$ cat src/design/shp_pkg.sv
// shared constants, types and decode helpers for the synth host port
package shp_pkg;

   // ----------------------------------------------------------------
   // register map
   // ----------------------------------------------------------------
   localparam int SHP_NBYTES = 14;
   localparam logic [5:0] SHP_RAMP_CLK_HI_ADDR = 6'h1a;
   localparam logic [5:0] SHP_RAMP_CLK_MID_ADDR = 6'h1b;
   localparam logic [5:0] SHP_RAMP_CLK_LO_ADDR = 6'h1c;
   localparam logic [5:0] SHP_POWER_DOWN_ADDR = 6'h1d;
   localparam logic [5:0] SHP_REF_MULT_ADDR = 6'h1e;
   localparam logic [5:0] SHP_MODE_ADDR = 6'h1f;
   localparam logic [5:0] SHP_KEY_SER_ADDR = 6'h20;
   localparam logic [5:0] SHP_I_GAIN_HI_ADDR = 6'h21;
   localparam logic [5:0] SHP_I_GAIN_LO_ADDR = 6'h22;
   localparam logic [5:0] SHP_Q_GAIN_HI_ADDR = 6'h23;
   localparam logic [5:0] SHP_Q_GAIN_LO_ADDR = 6'h24;
   localparam logic [5:0] SHP_KEY_RAMP_ADDR = 6'h25;
   localparam logic [5:0] SHP_AUX_DAC_HI_ADDR = 6'h26;
   localparam logic [5:0] SHP_AUX_DAC_LO_ADDR = 6'h27;
   localparam int SHP_IDX_MODE = SHP_MODE_ADDR - SHP_RAMP_CLK_HI_ADDR;
   localparam int SHP_IDX_KEY_SER = SHP_KEY_SER_ADDR - SHP_RAMP_CLK_HI_ADDR;
   localparam int SHP_IDX_I_GAIN_HI = SHP_I_GAIN_HI_ADDR - SHP_RAMP_CLK_HI_ADDR;
   localparam int SHP_IDX_Q_GAIN_HI = SHP_Q_GAIN_HI_ADDR - SHP_RAMP_CLK_HI_ADDR;

   // ----------------------------------------------------------------
   // field positions
   // ----------------------------------------------------------------
   localparam int SHP_UPD_INTERNAL_BIT = 0;
   localparam int SHP_SDO_ACTIVE_BIT = 0;
   localparam int SHP_LSB_FIRST_BIT = 1;
   localparam int SHP_INSTR_READ_BIT = 7;

   // byte 0 of the bank is the lowest address
   typedef logic [SHP_NBYTES-1:0][7:0] shp_bank_t;
   localparam shp_bank_t SHP_RESET_BANK = {8'h00, 8'h00, 8'h80, 8'h00, 8'h00, 8'h00, 8'h00,
      8'h20, 8'h01, 8'h64, 8'h10, 8'h00, 8'h00, 8'h00};
   localparam shp_bank_t SHP_MASK_BANK = {8'hff, 8'h0f, 8'hff, 8'hff, 8'h0f, 8'hff, 8'h0f,
      8'h73, 8'hff, 8'h7f, 8'h17, 8'hff, 8'hff, 8'h0f};

   // ----------------------------------------------------------------
   // timing
   // ----------------------------------------------------------------
   localparam int SHP_CLK_PS = 4000;
   localparam int SHP_T_WRITE_PS = 10500;
   localparam int SHP_WRITE_CYCLES = (SHP_T_WRITE_PS + SHP_CLK_PS - 1) / SHP_CLK_PS;
   localparam logic [9:0] SHP_INT_UPD_CYCLES = 10'h3e8;

   typedef enum logic {SHP_SER_INSTR, SHP_SER_DATA} shp_ser_state_t;

   function automatic logic shp_in_range(input logic [5:0] a);
      return (a >= SHP_RAMP_CLK_HI_ADDR) && (a <= SHP_AUX_DAC_LO_ADDR);
   endfunction

   function automatic logic [3:0] shp_idx(input logic [5:0] a);
      logic [5:0] d;
      d = a - SHP_RAMP_CLK_HI_ADDR;
      return d[3:0];
   endfunction

   // first byte address of a serial register; 6'h00 for registers kept elsewhere
   function automatic logic [5:0] shp_ser_first(input logic [3:0] a);
      unique case (a)
         4'h6: return SHP_RAMP_CLK_HI_ADDR;
         4'h7: return SHP_POWER_DOWN_ADDR;
         4'h8: return SHP_I_GAIN_HI_ADDR;
         4'h9: return SHP_Q_GAIN_HI_ADDR;
         4'ha: return SHP_KEY_RAMP_ADDR;
         4'hb: return SHP_AUX_DAC_HI_ADDR;
         default: return 6'h00;
      endcase
   endfunction

   function automatic logic [2:0] shp_ser_count(input logic [3:0] a);
      unique case (a)
         4'h2, 4'h3, 4'h4: return 3'h6;
         4'h5, 4'h7: return 3'h4;
         4'h6: return 3'h3;
         4'h0, 4'h1, 4'h8, 4'h9, 4'hb: return 3'h2;
         default: return 3'h1;
      endcase
   endfunction

endpackage

$ cat src/design/shp_ser_if.sv
// bundle between the serial controller and its bit shifter
interface shp_ser_if;
   logic rise;
   logic fall;
   logic sdi;
   logic lsb_first;
   logic abort;
   logic tx_load;
   logic [7:0] tx_load_byte;
   logic byte_done;
   logic [7:0] rx_byte;
   logic tx_bit;
   modport ctrl (output rise, fall, sdi, lsb_first, abort, tx_load, tx_load_byte,
      input byte_done, rx_byte, tx_bit);
   modport shift (input rise, fall, sdi, lsb_first, abort, tx_load, tx_load_byte,
      output byte_done, rx_byte, tx_bit);
endinterface

$ cat src/design/shp_host_port.sv
// host port and upper register bank of the synthesizer, parallel or serial
module shp_host_port (
   input wire logic i_clk_sys,
   input wire logic i_reset,
   input wire logic i_port_select,
   input wire logic [5:0] i_addr,
   input wire logic [7:0] i_data,
   input wire logic i_write_strobe_n,
   input wire logic i_read_strobe_n,
   input wire logic i_register_update_strobe,
   input wire logic i_reference_clock_input,
   output logic [7:0] o_data,
   output logic o_data_oe,
   output logic o_serial_data_io,
   output logic o_serial_data_io_oe,
   output logic o_serial_data_out_pin,
   output logic o_serial_data_out_pin_oe,
   output shp_pkg::shp_bank_t o_active_bank
);
   import shp_pkg::*;

   // ----------------------------------------------------------------
   // pin synchronisation
   // ----------------------------------------------------------------
   logic [18:0] raw_pins;
   logic [18:0] sync_pins;
   logic par_mode, wr_n_s, rd_n_s, upd_s, ref_s;
   logic [5:0] addr_s;
   logic [7:0] data_s;
   logic ser_mode, sclk_s, cs_n_s, io_rst_s, sdi_s;

   assign raw_pins = {i_port_select, i_addr, i_data, i_write_strobe_n, i_read_strobe_n,
      i_register_update_strobe, i_reference_clock_input};

   // write and read strobes rest high so release of reset makes no false edge
   shp_sync #(.W(19), .RST_VAL(19'h0000c)) u_sync (
      .i_clk_sys(i_clk_sys),
      .i_reset(i_reset),
      .i_async(raw_pins),
      .o_sync(sync_pins)
   );

   assign {par_mode, addr_s, data_s, wr_n_s, rd_n_s, upd_s, ref_s} = sync_pins;
   assign ser_mode = !par_mode;
   assign sclk_s = wr_n_s;
   assign cs_n_s = rd_n_s;
   assign io_rst_s = addr_s[2];
   assign sdi_s = addr_s[0];

   // ----------------------------------------------------------------
   // edge history
   // ----------------------------------------------------------------
   logic prev_wr, prev_upd, prev_ref, ref_started;
   logic next_prev_wr, next_prev_upd, next_prev_ref, next_ref_started;
   logic ref_first;

   assign ref_first = ref_s && !prev_ref && !ref_started;

   always_comb begin
      next_prev_wr = wr_n_s;
      next_prev_upd = upd_s;
      next_prev_ref = ref_s;
      next_ref_started = ref_started || ref_first;
   end

   always_ff @(posedge i_clk_sys or posedge i_reset) begin
      if (i_reset) begin
         prev_wr <= 1'b1;
         prev_upd <= 1'b0;
         prev_ref <= 1'b0;
         ref_started <= 1'b0;
      end else begin
         prev_wr <= next_prev_wr;
         prev_upd <= next_prev_upd;
         prev_ref <= next_prev_ref;
         ref_started <= next_ref_started;
      end
   end

   // ----------------------------------------------------------------
   // register banks
   // ----------------------------------------------------------------
   shp_bank_t staging, next_staging;
   shp_bank_t active, next_active;
   logic [9:0] int_cnt, next_int_cnt;
   logic ext_mode, upd_evt, wr_en, par_wr, ser_wr;
   logic [5:0] wr_addr, par_addr, next_par_addr, ser_ptr, next_ser_ptr;
   logic [7:0] wr_byte, par_data, next_par_data;
   shp_ser_if ser_bus ();

   function automatic logic [7:0] read_byte(input logic [5:0] a, input shp_bank_t b);
      return shp_in_range(a) ? b[shp_idx(a)] : 8'h00;
   endfunction

   // internal mode updates on a free timer, external on the strobe pin
   assign ext_mode = !active[SHP_IDX_MODE][SHP_UPD_INTERNAL_BIT];
   assign upd_evt = (ext_mode && upd_s && !prev_upd) || (!ext_mode && int_cnt == 10'h000)
      || ref_first;

   // parallel write lands on the rising edge of the write strobe
   assign par_wr = par_mode && wr_n_s && !prev_wr;
   assign wr_en = par_wr || ser_wr;
   assign wr_addr = par_mode ? par_addr : ser_ptr;
   assign wr_byte = par_mode ? par_data : ser_bus.rx_byte;

   always_comb begin
      next_par_addr = par_addr;
      next_par_data = par_data;
      if (par_mode && !wr_n_s) begin
         next_par_addr = addr_s;
         next_par_data = data_s;
      end
      next_staging = staging;
      // ignored and reserved bits are never stored, so they read as zero
      if (wr_en && shp_in_range(wr_addr)) begin
         next_staging[shp_idx(wr_addr)] = wr_byte & SHP_MASK_BANK[shp_idx(wr_addr)];
      end
      next_active = upd_evt ? staging : active;
      next_int_cnt = (int_cnt == 10'h000) ? SHP_INT_UPD_CYCLES - 10'h001 : int_cnt - 10'h001;
   end

   always_ff @(posedge i_clk_sys or posedge i_reset) begin
      if (i_reset) begin
         par_addr <= 6'h00;
         par_data <= 8'h00;
         staging <= SHP_RESET_BANK;
         active <= SHP_RESET_BANK;
         int_cnt <= SHP_INT_UPD_CYCLES - 10'h001;
      end else begin
         par_addr <= next_par_addr;
         par_data <= next_par_data;
         staging <= next_staging;
         active <= next_active;
         int_cnt <= next_int_cnt;
      end
   end

   // ----------------------------------------------------------------
   // serial controller
   // ----------------------------------------------------------------
   shp_ser_state_t ser_state, next_ser_state;
   logic ser_read, next_ser_read;
   logic [2:0] ser_left, next_ser_left;
   logic lsb_first, sdo_active, ser_abort, ser_tx_phase;
   logic [5:0] start;
   logic [2:0] cnt;

   shp_ser_shift u_shift (
      .i_clk_sys(i_clk_sys),
      .i_reset(i_reset),
      .bus(ser_bus)
   );

   assign lsb_first = active[SHP_IDX_KEY_SER][SHP_LSB_FIRST_BIT];
   assign sdo_active = active[SHP_IDX_KEY_SER][SHP_SDO_ACTIVE_BIT];
   assign ser_abort = par_mode || io_rst_s;
   // chip select high suspends the cycle: edges are simply not seen
   assign ser_bus.rise = ser_mode && !cs_n_s && !io_rst_s && sclk_s && !prev_wr;
   assign ser_bus.fall = ser_mode && !cs_n_s && !io_rst_s && !sclk_s && prev_wr;
   assign ser_bus.sdi = sdi_s;
   assign ser_bus.lsb_first = lsb_first;
   assign ser_bus.abort = ser_abort;
   assign ser_tx_phase = ser_mode && !cs_n_s && ser_state == SHP_SER_DATA && ser_read;

   always_comb begin
      next_ser_state = ser_state;
      next_ser_read = ser_read;
      next_ser_left = ser_left;
      next_ser_ptr = ser_ptr;
      ser_wr = 1'b0;
      ser_bus.tx_load = 1'b0;
      ser_bus.tx_load_byte = 8'h00;
      start = shp_ser_first(ser_bus.rx_byte[3:0]);
      cnt = shp_ser_count(ser_bus.rx_byte[3:0]);
      if (ser_abort) begin
         next_ser_state = SHP_SER_INSTR;
      end else if (ser_bus.byte_done) begin
         unique case (ser_state)
            SHP_SER_INSTR: begin
               next_ser_read = ser_bus.rx_byte[SHP_INSTR_READ_BIT];
               next_ser_left = cnt;
               // least significant byte first walks the register downward
               next_ser_ptr = lsb_first ? start + 6'(cnt) - 6'h01 : start;
               next_ser_state = SHP_SER_DATA;
               ser_bus.tx_load = ser_bus.rx_byte[SHP_INSTR_READ_BIT];
               ser_bus.tx_load_byte = read_byte(next_ser_ptr, staging);
            end
            SHP_SER_DATA: begin
               ser_wr = !ser_read;
               next_ser_ptr = lsb_first ? ser_ptr - 6'h01 : ser_ptr + 6'h01;
               next_ser_left = ser_left - 3'h1;
               if (ser_left == 3'h1) begin
                  next_ser_state = SHP_SER_INSTR;
               end else begin
                  ser_bus.tx_load = ser_read;
                  ser_bus.tx_load_byte = read_byte(next_ser_ptr, staging);
               end
            end
         endcase
      end
   end

   always_ff @(posedge i_clk_sys or posedge i_reset) begin
      if (i_reset) begin
         ser_state <= SHP_SER_INSTR;
         ser_read <= 1'b0;
         ser_left <= 3'h0;
         ser_ptr <= 6'h00;
      end else begin
         ser_state <= next_ser_state;
         ser_read <= next_ser_read;
         ser_left <= next_ser_left;
         ser_ptr <= next_ser_ptr;
      end
   end

   // ----------------------------------------------------------------
   // pin outputs
   // ----------------------------------------------------------------
   logic [7:0] next_data;
   logic next_data_oe, next_sdio, next_sdio_oe, next_sdo, next_sdo_oe;

   always_comb begin
      next_data = read_byte(addr_s, staging);
      next_data_oe = par_mode && !rd_n_s;
      next_sdio = ser_bus.tx_bit;
      next_sdio_oe = ser_tx_phase && !sdo_active;
      next_sdo = ser_bus.tx_bit;
      next_sdo_oe = ser_tx_phase && sdo_active;
   end

   always_ff @(posedge i_clk_sys or posedge i_reset) begin
      if (i_reset) begin
         o_data <= 8'h00;
         o_data_oe <= 1'b0;
         o_serial_data_io <= 1'b0;
         o_serial_data_io_oe <= 1'b0;
         o_serial_data_out_pin <= 1'b0;
         o_serial_data_out_pin_oe <= 1'b0;
      end else begin
         o_data <= next_data;
         o_data_oe <= next_data_oe;
         o_serial_data_io <= next_sdio;
         o_serial_data_io_oe <= next_sdio_oe;
         o_serial_data_out_pin <= next_sdo;
         o_serial_data_out_pin_oe <= next_sdo_oe;
      end
   end

   assign o_active_bank = active;
endmodule // shp_host_port

$ cat src/design/shp_ser_shift.sv
// serial bit shifter: assembles bytes on rising and sends bits on falling clock
module shp_ser_shift (
   input wire logic i_clk_sys,
   input wire logic i_reset,
   shp_ser_if.shift bus
);
   logic [2:0] cnt, next_cnt;
   logic [7:0] rx, next_rx;
   logic [7:0] tx, next_tx;
   logic done, next_done;
   logic txbit, next_txbit;

   always_comb begin
      next_cnt = cnt;
      next_rx = rx;
      next_tx = tx;
      next_done = 1'b0;
      next_txbit = txbit;
      if (bus.abort) begin
         next_cnt = 3'h0;
      end else if (bus.rise) begin
         next_rx = bus.lsb_first ? {bus.sdi, rx[7:1]} : {rx[6:0], bus.sdi};
         next_cnt = cnt + 3'h1;
         next_done = (cnt == 3'h7);
      end
      if (bus.tx_load) begin
         next_tx = bus.tx_load_byte;
      end else if (bus.fall) begin
         // data leaves on the falling clock edge
         next_txbit = bus.lsb_first ? tx[0] : tx[7];
         next_tx = bus.lsb_first ? {1'b0, tx[7:1]} : {tx[6:0], 1'b0};
      end
   end

   always_ff @(posedge i_clk_sys or posedge i_reset) begin
      if (i_reset) begin
         cnt <= 3'h0;
         rx <= 8'h00;
         tx <= 8'h00;
         done <= 1'b0;
         txbit <= 1'b0;
      end else begin
         cnt <= next_cnt;
         rx <= next_rx;
         tx <= next_tx;
         done <= next_done;
         txbit <= next_txbit;
      end
   end

   assign bus.byte_done = done;
   assign bus.rx_byte = rx;
   assign bus.tx_bit = txbit;
endmodule // shp_ser_shift

$ cat src/design/shp_sync.sv
// two-flop synchroniser for a group of pin levels
module shp_sync #(
   parameter int W = 1,
   parameter logic [W-1:0] RST_VAL = '0
) (
   input wire logic i_clk_sys,
   input wire logic i_reset,
   input wire logic [W-1:0] i_async,
   output logic [W-1:0] o_sync
);
   logic [W-1:0] meta;
   logic [W-1:0] next_meta;
   logic [W-1:0] next_sync;

   always_comb begin
      next_meta = i_async;
      next_sync = meta;
   end

   always_ff @(posedge i_clk_sys or posedge i_reset) begin
      if (i_reset) begin
         meta <= RST_VAL;
         o_sync <= RST_VAL;
      end else begin
         meta <= next_meta;
         o_sync <= next_sync;
      end
   end
endmodule // shp_sync

$ cat config.mk
export PLATFORM = sky130hd
export DESIGN_NAME = shp_host_port
export DESIGN_NICKNAME = d
export VERILOG_FILES = /design/src/design/shp_pkg.sv /design/src/design/shp_ser_if.sv /design/src/design/shp_host_port.sv /design/src/design/shp_ser_shift.sv /design/src/design/shp_sync.sv
export SDC_FILE = /design/constraint.sdc
export NUM_CORES = 1
export LEC_CHECK = 0
export CORE_MARGIN = 2
export CORE_UTILIZATION = 60
export CTS_BUF_LIST = sky130_fd_sc_hd__clkbuf_8
export DETAILED_ROUTE_END_ITERATION = 12
export DONT_BUFFER_PORTS = 1
export PLACE_DENSITY = 0.88
export SKIP_CTS_REPAIR_TIMING = 1
export SYNTH_ARGS = -nofsm -noshare
export SYNTH_HDL_FRONTEND = slang
export SYNTH_SLANG_ARGS = --single-unit
$ cat constraint.sdc
create_clock -name i_clk_sys -period 10.1 [get_ports i_clk_sys]
set_clock_uncertainty 0.2 [all_clocks]
set_input_delay 1.515 -clock i_clk_sys [delete_from_list [all_inputs] [get_ports i_clk_sys]]
set_output_delay 1.515 -clock i_clk_sys [all_outputs]
set_load 0.1 [all_outputs]
==> flow_metrics.env, run 1 <==
export IMPL_status="finished clean"
export IMPL_dieArea_mm2=0.0296
export IMPL_clkSinkCount=334
export IMPL_final_nets=1313
export IMPL_grt_pass1_wl_mm=68.4
export IMPL_leakage_uw=0.00866
export IMPL_tns_ns=0
export IMPL_rsz0062_at_grt="no"
export IMPL_cp_end_kind="flip-flop"
export IMPL_drtPass1Iterations=5
export IMPL_clockBufferDepth=3
export IMPL_grt_overflow=0
export IMPL_routabilityCongestion=0.959
export IMPL_synth_largest_area_cell="dfrtp_1"
export IMPL_ant_nets=0
export IMPL_drtIter0Drc=1139
export IMPL_power_density_mw_per_mm2=191
export IMPL_grt_max_degree=83
export IMPL_drcViolationCount=0
export IMPL_dp_hpwl_mm=30.5
export IMPL_async_reset_ff_share_pct=100
export IMPL_wl_per_cell_um=26.1
export IMPL_synth_top_area_share_pct=45.3
export IMPL_worstMarginPinSlew_ns=1.26
export IMPL_synth_area_leaders="dfrtp_1 45%, mux2_2 13%, mux2_4 7.1%"
export IMPL_grt_pass1_vias=11300
export IMPL_worstPathRequired_ns=10.41
export IMPL_yosysUniqueCellTypes=78
export IMPL_drv_slew=0
export IMPL_place_ws_ns=5.16
export IMPL_clkLatencyLatePin_ns=0.61
export IMPL_critPathLaunchType="flip-flop"
export IMPL_netlist_instances=1261
export IMPL_synthFlopType="dfrtp_1"
export IMPL_num_vias=11200
export IMPL_r2r_slack_ns=5.06
export IMPL_synth_edf_count=0
export IMPL_wirelength_mm=44.1
export IMPL_die_width_um=172
export IMPL_synth_seq_cells=334
export IMPL_io_pins=146
export IMPL_path_clk_slew_ns=0.06
export IMPL_synth_nets=1312
export IMPL_place_port_buffers=0
export IMPL_initial_utilization_pct=61.0
export IMPL_track_usage_pct=30.6
export IMPL_final_cell_mix="304 x dfrtp_1, 191 x mux2_2, 80 x mux2_4"
export IMPL_rows=61
export IMPL_setup_ws_ns=5.06
export IMPL_worstHoldPathType="flip-flop to flip-flop"
export IMPL_crit_type="flip-flop to flip-flop"
export IMPL_period_minus_slack_ns=5.04
export IMPL_layout_drive_gt1_share_pct=37.2
export IMPL_post_route_util_pct=66.3
export IMPL_min_period_over_period_pct=49.9
export IMPL_cts_tree="yes"
export IMPL_die_h_um=172
export IMPL_ys_seq_area_share_pct=49.5
export IMPL_syn_area_mm2=0.0169
export IMPL_slew_headroom_pct=15.9
export IMPL_avgSynthCellArea_um2=13.4
export IMPL_ir_drop_uv=185
export IMPL_ys_warnings_count=0
export IMPL_cts_buffers=54
export IMPL_antenna_found_initial=2
export IMPL_arrival_ns=5.35
export IMPL_hold_viol=0
export IMPL_crit_path_max_fanout=22
export IMPL_max_freq_ghz=0.198
export IMPL_setup_viol=0
export IMPL_drv_cap=0
export IMPL_area_growth_pct=8.74
export IMPL_final_common_cell="dfrtp_1"
export IMPL_via_per_inst=6.61
export IMPL_cts_root_buf="clkbuf_8"
export IMPL_core_area_mm2=0.0278
export IMPL_hold_worst_slack_ns=0.141
export IMPL_htreeDepth=2
-- cell usage after synthesis, drive strengths merged (3+ instances only) --
master   instances
a211oi          22
a21o             5
a21oi           31
a221oi           5
a22oi            9
a31oi           11
a32oi            4
and2            10
buf             42
clkbuf          32
dfrtp          307
dfstp           27
fa               3
ha              27
inv             30
mux2           271
mux2i           68
mux4            52
nand2           78
nand2b           4
nand3            7
nor2            58
nor2b           22
nor3             3
nor3b            5
nor4             3
nor4bb           3
o211ai           4
o21ai           41
o221ai           8
o22ai            7
o2bb2ai          3
o311ai           3
o31ai            3
xnor2           10
xor2             9
-- worst max-delay path, stage by stage (launching register included) --
cell	delay, ns
dfrtp_1	0.57
nor2b_1	0.31
nand2_1	0.15
ha_1	0.26
inv_1	0.16
o21ai_0	0.12
ha_1	0.29
inv_1	0.04
ha_1	0.29
nand2_1	0.09
nand2_2	0.32
inv_2	0.30
ha_1	0.60
clkinv_1	0.44
mux4_2	0.41
mux2_2	0.28
o22ai_2	0.14
-- final cells by class --
class	count	area [um2]
diodes	3	7.51
clock buffers	74	1020
clock inverters	28	226
fillers	1916	9360
inverters	31	120
multi-input cells	822	8040
flip-flops and latches	334	8400
well taps	378	473
repair buffers	19	143
-- metrics by stage --
step | cells | power (uW) | area (um2)
after global routing | 1687 | 3660 | 18400
after global placement | 1584 | 2220 | 17200
after detailed placement | 1584 | 2240 | 17200
after floorplan | 1261 | 2100 | 16900
after CTS | 1686 | 3530 | 18400
final | 1689 | 3530 | 18400
-- registers in the layout (all words and copies together), names as in the netlist, 3 cells and up --
| signal | count |
|---|---|
| ser_left | 3 |
| o_data | 8 |
| int_cnt | 10 |
| u_shift.tx | 8 |
| par_addr | 6 |
| staging | 112 |
| u_shift.cnt | 3 |
| u_shift.bus.rx_byte | 8 |
| par_data | 8 |
| ser_ptr | 6 |
| o_active_bank | 112 |
| u_sync.o_sync | 19 |
| u_sync.meta | 19 |
-- layer usage --
metal	wire, um	up-vias	GRT usage, %
met5	0	-	0
met4	1560	0	10.5
met3	4680	125	8.33
met2	20300	646	47.7
met1	17600	5728	41.9
li1	-	4663	-
-- worst paths after layout --
path	depth (start not counted)	start	end
worst max-delay path	16	u_shift.bus.rx_byte[2]	u_shift.tx[1]
worst min-delay path	0	u_sync.meta[13]	u_sync.o_sync[13]
worst max register to register	16	u_shift.bus.rx_byte[2]	u_shift.tx[1]
worst min register to register	0	u_sync.meta[13]	u_sync.o_sync[13]
max in group asynchronous	3	i_reset	ser_ptr[0]
min in group asynchronous	1	i_reset	u_shift.bus.tx_bit
-- power breakdown --
part | internal [uW] | total, uW | switching (uW)
sequential | 1410 | 1670 | 261
combinational | 216 | 561 | 345
clock | 736 | 1300 | 562
total | 2360 | 3530 | 1170
-- logic make-up (layout without fill, tap and decap cells) --
logic type,count (synthesis),in the layout,share of synthesized area [%]
other,0,3,0
and+or+nand+nor,211,211,6.35
DFF,334,334,49.5
adders and majority gates,30,30,2.35
AOI/OAI and AO/OA,170,170,6.72
buffers and inverters,105,152,3.19
xor gates and xnor gates,20,20,1.16
muxes,391,391,30.7
Note: power is estimated with default switching activity, not from simulation.
==> run 2: changes to the inputs <==
--- a/config.mk
+++ b/config.mk
@@ -6,11 +6,11 @@
 export NUM_CORES = 1
 export LEC_CHECK = 0
 export CORE_MARGIN = 2
-export CORE_UTILIZATION = 60
+export CORE_UTILIZATION = 62
 export CTS_BUF_LIST = sky130_fd_sc_hd__clkbuf_8
 export DETAILED_ROUTE_END_ITERATION = 12
 export DONT_BUFFER_PORTS = 1
-export PLACE_DENSITY = 0.88
+export PLACE_DENSITY = 0.87
 export SKIP_CTS_REPAIR_TIMING = 1
 export SYNTH_ARGS = -nofsm -noshare
 export SYNTH_HDL_FRONTEND = slang
==> constraint.sdc (replaced) <==
create_clock -name i_clk_sys -period 4.76 [get_ports i_clk_sys]
set_clock_uncertainty 0.2 [all_clocks]
set_input_delay 0.714 -clock i_clk_sys [delete_from_list [all_inputs] [get_ports i_clk_sys]]
set_output_delay 0.714 -clock i_clk_sys [all_outputs]
set_load 0.1 [all_outputs]
==> flow_metrics.env, run 2 (synthesis results as in run 1) <==
export IMPL_status="finished clean"
export IMPL_dp_hpwl_mm=31.4
export IMPL_clkLatencyLatePin_ns=0.59
export IMPL_critical_path_cell_chain="nor2b_2, nand2_1, ha_1, inv_1, o21ai_0, ha_1, inv_1, ha_1, inv_1, fa_1, fa_1, nor2b_1, nor2_4, xor2_2, mux4_2, nand2_1, a32o_1, o22ai_1"
export IMPL_track_usage_pct=31.8
export IMPL_grt_max_degree=139
export IMPL_crit_slowest_cell="mux4_2"
export IMPL_clockBufferDepth=3
export IMPL_cts_buffers=51
export IMPL_core_area_mm2=0.0269
export IMPL_rows=60
export IMPL_route_met3_wl_mm=4.36
export IMPL_worstPathRequired_ns=5.00
export IMPL_min_period_over_period_pct=92.3
export IMPL_slew_headroom_pct=16.4
export IMPL_post_route_util_pct=69.5
export IMPL_drcViolationCount=0
export IMPL_final_common_cell="dfrtp_1"
export IMPL_htreeDepth=2
export IMPL_setup_ws_ns=0.369
export IMPL_place_port_buffers=0
export IMPL_m1WireLength_mm=18.3
export IMPL_wl_met2_mm=21.0
export IMPL_num_vias=11200
export IMPL_leakage_uw=0.00883
export IMPL_path_clk_slew_ns=0.07
export IMPL_initial_utilization_pct=63.0
export IMPL_ant_nets=0
export IMPL_wl_per_cell_um=26.8
export IMPL_setup_viol=0
export IMPL_die_h_um=169
export IMPL_crit_type="flip-flop to flip-flop"
export IMPL_grt_pass1_vias=11400
export IMPL_drv_slew=0
export IMPL_place_area_mm2=0.0173
export IMPL_critPathLaunchType="flip-flop"
export IMPL_critical_path_buf_inv_count=3
export IMPL_grt_overflow=0
export IMPL_rsz0062_at_grt="no"
export IMPL_cp_end_kind="flip-flop"
export IMPL_final_cell_mix="304 x dfrtp_1, 191 x mux2_2, 80 x mux2_4"
export IMPL_finalInstanceArea_mm2=0.0187
export IMPL_antennaDiodeCount=0
export IMPL_cts_root_buf="clkbuf_8"
export IMPL_cts_tree="yes"
export IMPL_arrival_ns=4.64
export IMPL_cpPeakStageDelay_ns=0.52
export IMPL_clkSinkCount=334
export IMPL_via_per_inst=6.64
export IMPL_dieArea_mm2=0.0287
export IMPL_period_minus_slack_ns=4.39
export IMPL_grt_pass1_wl_mm=69.1
export IMPL_routabilityCongestion=0.943
export IMPL_wirelength_mm=45.1
export IMPL_drv_cap=0
export IMPL_antenna_found_initial=4
export IMPL_die_width_um=169
export IMPL_worstHoldPathType="flip-flop to flip-flop"
export IMPL_tns_ns=0
export IMPL_layout_drive_gt1_share_pct=37.2
export IMPL_area_growth_pct=10.2
export IMPL_drtIter0Drc=1097
export IMPL_power_density_mw_per_mm2=395
export IMPL_crit_path_max_fanout=5
export IMPL_ir_drop_uv=431
export IMPL_io_pins=146
export IMPL_hold_viol=0
export IMPL_place_ws_ns=0.312
export IMPL_drtPass1Iterations=5
export IMPL_final_nets=1350
export IMPL_max_freq_ghz=0.228
export IMPL_highest_layer="met5"
export IMPL_worstMarginPinSlew_ns=1.25
export IMPL_cp_top_family="adder cells"
## run 2: changes by cell type in the layout (fill, tap and decap cells not counted), moves of 3 or more
cell / previous run / this run
clkbuf_8: 74 / 66
dlygate4sd3_1: 0 / 20
diode_2: 3 / 0
buf_12: 0 / 4
buf_4: 19 / 35
clkinv_2: 5 / 8
clkinvlp_4: 6 / 2
## run 2: where the power goes
part	internal, uW	switching, uW	total (uW)
clock	1470	1130	2590
sequential	2990	554	3540
combinational	501	750	1250
total	4950	2430	7380
## run 2: layout make-up
| type | instances | area (um2) |
|---|---|---|
| clock buffer | 66 | 908 |
| sequential | 334 | 8400 |
| inverter | 31 | 120 |
| timing repair buffer | 59 | 543 |
| clock inverter | 28 | 236 |
| multi-input combinational | 822 | 8040 |
| tap | 341 | 427 |
| fill | 1762 | 8210 |
## run 2: final timing paths
kind / start / end / slack [ns] / cells past startpoint
worst max-delay path: u_shift.bus.rx_byte[2] / u_shift.tx[3] / 0.37 / 18
worst min-delay path: u_sync.meta[9] / u_sync.o_sync[9] / 0.14 / 0
worst max register to register: u_shift.bus.rx_byte[2] / u_shift.tx[3] / 0.37 / 18
worst min register to register: u_sync.meta[9] / u_sync.o_sync[9] / 0.14 / 0
max in group asynchronous: i_reset / o_data[2] / 2.62 / 3
min in group asynchronous: i_reset / u_shift.tx[2] / 0.56 / 2
## run 2: per-layer routing
layer,vias to the layer above,GRT usage [%]
met1,5761,44.5
li1,4720,-
met3,110,7.58
met5,-,0
met4,2,10.0
met2,562,49.9
## run 2: metrics by stage
stage          total power (uW)  hold slack [ns]  cells
6_report                   7380            0.142   1681
3_5_place_dp               4790            0.136   1567
4_1_cts                    7380           -0.100   1661
5_1_grt                    7640            0.154   1681
3_3_place_gp               4760            0.132   1567
2_1_floorplan              4450            0.131   1261
==> run 3: changes to the inputs <==
--- a/config.mk
+++ b/config.mk
@@ -14,4 +14,5 @@
 export SKIP_CTS_REPAIR_TIMING = 1
 export SYNTH_ARGS = -nofsm -noshare
 export SYNTH_HDL_FRONTEND = slang
+export SYNTH_HIERARCHICAL = 1
 export SYNTH_SLANG_ARGS = --single-unit
==> flow_metrics.env, run 3 <==
export IMPL_cts_buffers=51
export IMPL_antennaDiodeCount=0
export IMPL_crit_path_max_fanout=16
export IMPL_final_cell_mix="302 x dfrtp_1, 252 x mux2_2, 61 x clkbuf_8"
export IMPL_cp_top_family="adder cells"
export IMPL_synth_area_leaders="dfrtp_1 46%, mux2_2 17%, mux4_2 6.5%"
export IMPL_routabilityCongestion=0.971
export IMPL_cp_common_cell="inv_1"
export IMPL_setup_viol=0
export IMPL_final_nets=1371
export IMPL_min_period_over_period_pct=93.8
export IMPL_syn_area_mm2=0.0167
export IMPL_via_per_inst=6.76
export IMPL_ant_nets=0
export IMPL_drv_cap=0
export IMPL_path_clk_slew_ns=0.06
export IMPL_place_port_buffers=0
export IMPL_tns_ns=0
export IMPL_crit_type="flip-flop to flip-flop"
export IMPL_synth_top_area_share_pct=45.9
export IMPL_worstPathRequired_ns=5.01
export IMPL_leakage_uw=0.00850
export IMPL_critPathLaunchType="flip-flop"
export IMPL_yosysMostFrequentCell="dfrtp_1"
export IMPL_num_vias=11500
export IMPL_avgSynthCellArea_um2=12.9
export IMPL_drcViolationCount=0
export IMPL_status="finished, violations left"
export IMPL_die_h_um=168
export IMPL_critical_path_buf_inv_count=5
export IMPL_ir_drop_uv=351
export IMPL_netlist_instances=1299
export IMPL_r2r_start="u_shift/bus.rx_byte[2]"
export IMPL_die_width_um=168
export IMPL_rsz0062_at_grt="no"
export IMPL_period_minus_slack_ns=4.46
export IMPL_worstMarginPinSlew_ns=1.25
export IMPL_layout_drive_gt1_share_pct=35.2
export IMPL_drtPass1Iterations=5
export IMPL_dieArea_mm2=0.0283
export IMPL_clockBufferDepth=3
export IMPL_track_usage_pct=31.8
export IMPL_ys_seq_area_share_pct=50.2
export IMPL_synth_edf_count=0
export IMPL_slew_headroom_pct=16.5
export IMPL_cts_root_buf="clkbuf_8"
export IMPL_synth_largest_area_cell="dfrtp_1"
export IMPL_arrival_ns=4.71
export IMPL_dp_hpwl_mm=31.1
export IMPL_clkLatencyLatePin_ns=0.61
export IMPL_initial_utilization_pct=62.6
export IMPL_antenna_found_initial=0
export IMPL_wirelength_mm=45.0
export IMPL_hold_worst_slack_ns=-0.0149
export IMPL_cts_tree="yes"
export IMPL_cp_end_kind="flip-flop"
export IMPL_yosysUniqueCellTypes=71
export IMPL_area_growth_pct=9.39
export IMPL_synthFlopType="dfrtp_1"
export IMPL_r2r_end="u_shift/tx[6]"
export IMPL_io_pins=146
export IMPL_startpoint="u_shift/bus.rx_byte[2]"
export IMPL_r2r_slack_ns=0.30
export IMPL_final_common_cell="dfrtp_1"
export IMPL_htreeDepth=2
export IMPL_core_area_mm2=0.0267
export IMPL_max_freq_ghz=0.224
export IMPL_clkSinkCount=334
export IMPL_async_reset_ff_share_pct=100
export IMPL_synth_nets=1350
export IMPL_crit_slowest_cell="fa_1"
export IMPL_power_density_mw_per_mm2=385
export IMPL_grt_overflow=0
export IMPL_hold_viol=11
export IMPL_grt_max_degree=124
export IMPL_wl_per_cell_um=26.4
export IMPL_cpPeakStageDelay_ns=0.50
export IMPL_cp_depth=20
export IMPL_critPathCapture="u_shift/tx[6]"
export IMPL_worstHoldPathType="primary input to async pin"
export IMPL_grt_pass1_wl_mm=68.6
export IMPL_critical_path_cell_chain="and2b_4, inv_1, ha_1, or2_2, ha_1, inv_1, ha_1, fa_1, inv_1, fa_1, inv_1, mux2i_1, xnor2_2, buf_4, o211ai_1, a221oi_1, a211oi_1, o22a_1, nand2_1, o211ai_1"
export IMPL_ys_warnings_count=6
export IMPL_grt_pass1_vias=11400
export IMPL_violations="negative hold slack"
export IMPL_rows=60
export IMPL_synth_seq_cells=334
export IMPL_reg2reg_depth=20
export IMPL_yosys_top_cells_count="307 x dfrtp_1, 252 x mux2_2, 59 x nor2_1, 58 x a21oi_1, 48 x mux4_2"
export IMPL_drv_slew=0
export IMPL_drtIter0Drc=1217
-- run 3: cell count changes after synthesis, moves of 15 or more --
cell	previous run	this run
and3_1	2	17
nand2_1	76	44
a21oi_1	29	58
mux2i_1	68	45
mux2_2	191	252
mux2_4	80	3
buf_2	14	32
-- run 3: area by class of cell --
cell class                 count  area (um2)
inverter                      32         124
clock buffer                  61         840
fill                        1778        8430
timing repair buffer          60         526
multi-input combinational    841        7780
tap                          341         427
sequential                   334        8400
clock inverter                34         210
-- run 3: worst min-delay path by stage --
stage	startpoint	endpoint	slack (ns)	cells past startpoint
global route	i_reset	u_shift/bus.rx_byte[2]	0.06	1
CTS	i_reset	int_cnt[3]	-0.14	1
finish	i_reset	u_shift/cnt[1]	-0.01	1
floorplan	u_sync/meta[0]	u_sync/o_sync[0]	0.13	0
global placement	u_sync/meta[11]	u_sync/o_sync[11]	0.14	0
detailed placement	u_sync/meta[11]	u_sync/o_sync[11]	0.13	0
-- run 3: report_power, final --
part	switching, uW	internal, uW	total [uW]
clock	1120	1280	2400
combinational	582	400	983
sequential	684	2990	3670
-- run 3: per-layer routing --
metal / routed length (um) / global-route usage [%]
met5: 0 / 0
met4: 1790 / 13.1
met3: 4500 / 8.58
met2: 20900 / 49.4
met1: 17900 / 43.1
-- run 3: cell families after synthesis --
group | count (synthesis) | synth area share, %
xor gates and xnor gates | 18 | 0.987
AOI/OAI and AO/OA | 222 | 9.19
adders and majority gates | 30 | 2.38
muxes | 352 | 26.7
and+or+nand+nor | 219 | 6.98
buffers and inverters | 124 | 3.58
DFF | 334 | 50.2
-- run 3: stage by stage --
stage	setup WS (ns)	cell area [um2]	total power [uW]	util [%]	cells
6_report	0.297	18300	7050	68.5	1703
4_1_cts	0.251	18100	7060	67.7	1683
3_3_place_gp	0.391	17000	4640	63.8	1588
3_5_place_dp	0.282	17000	4670	63.8	1588
5_1_grt	0.0176	18300	7290	68.5	1703
2_1_floorplan	0.227	16700	4390	-	1299
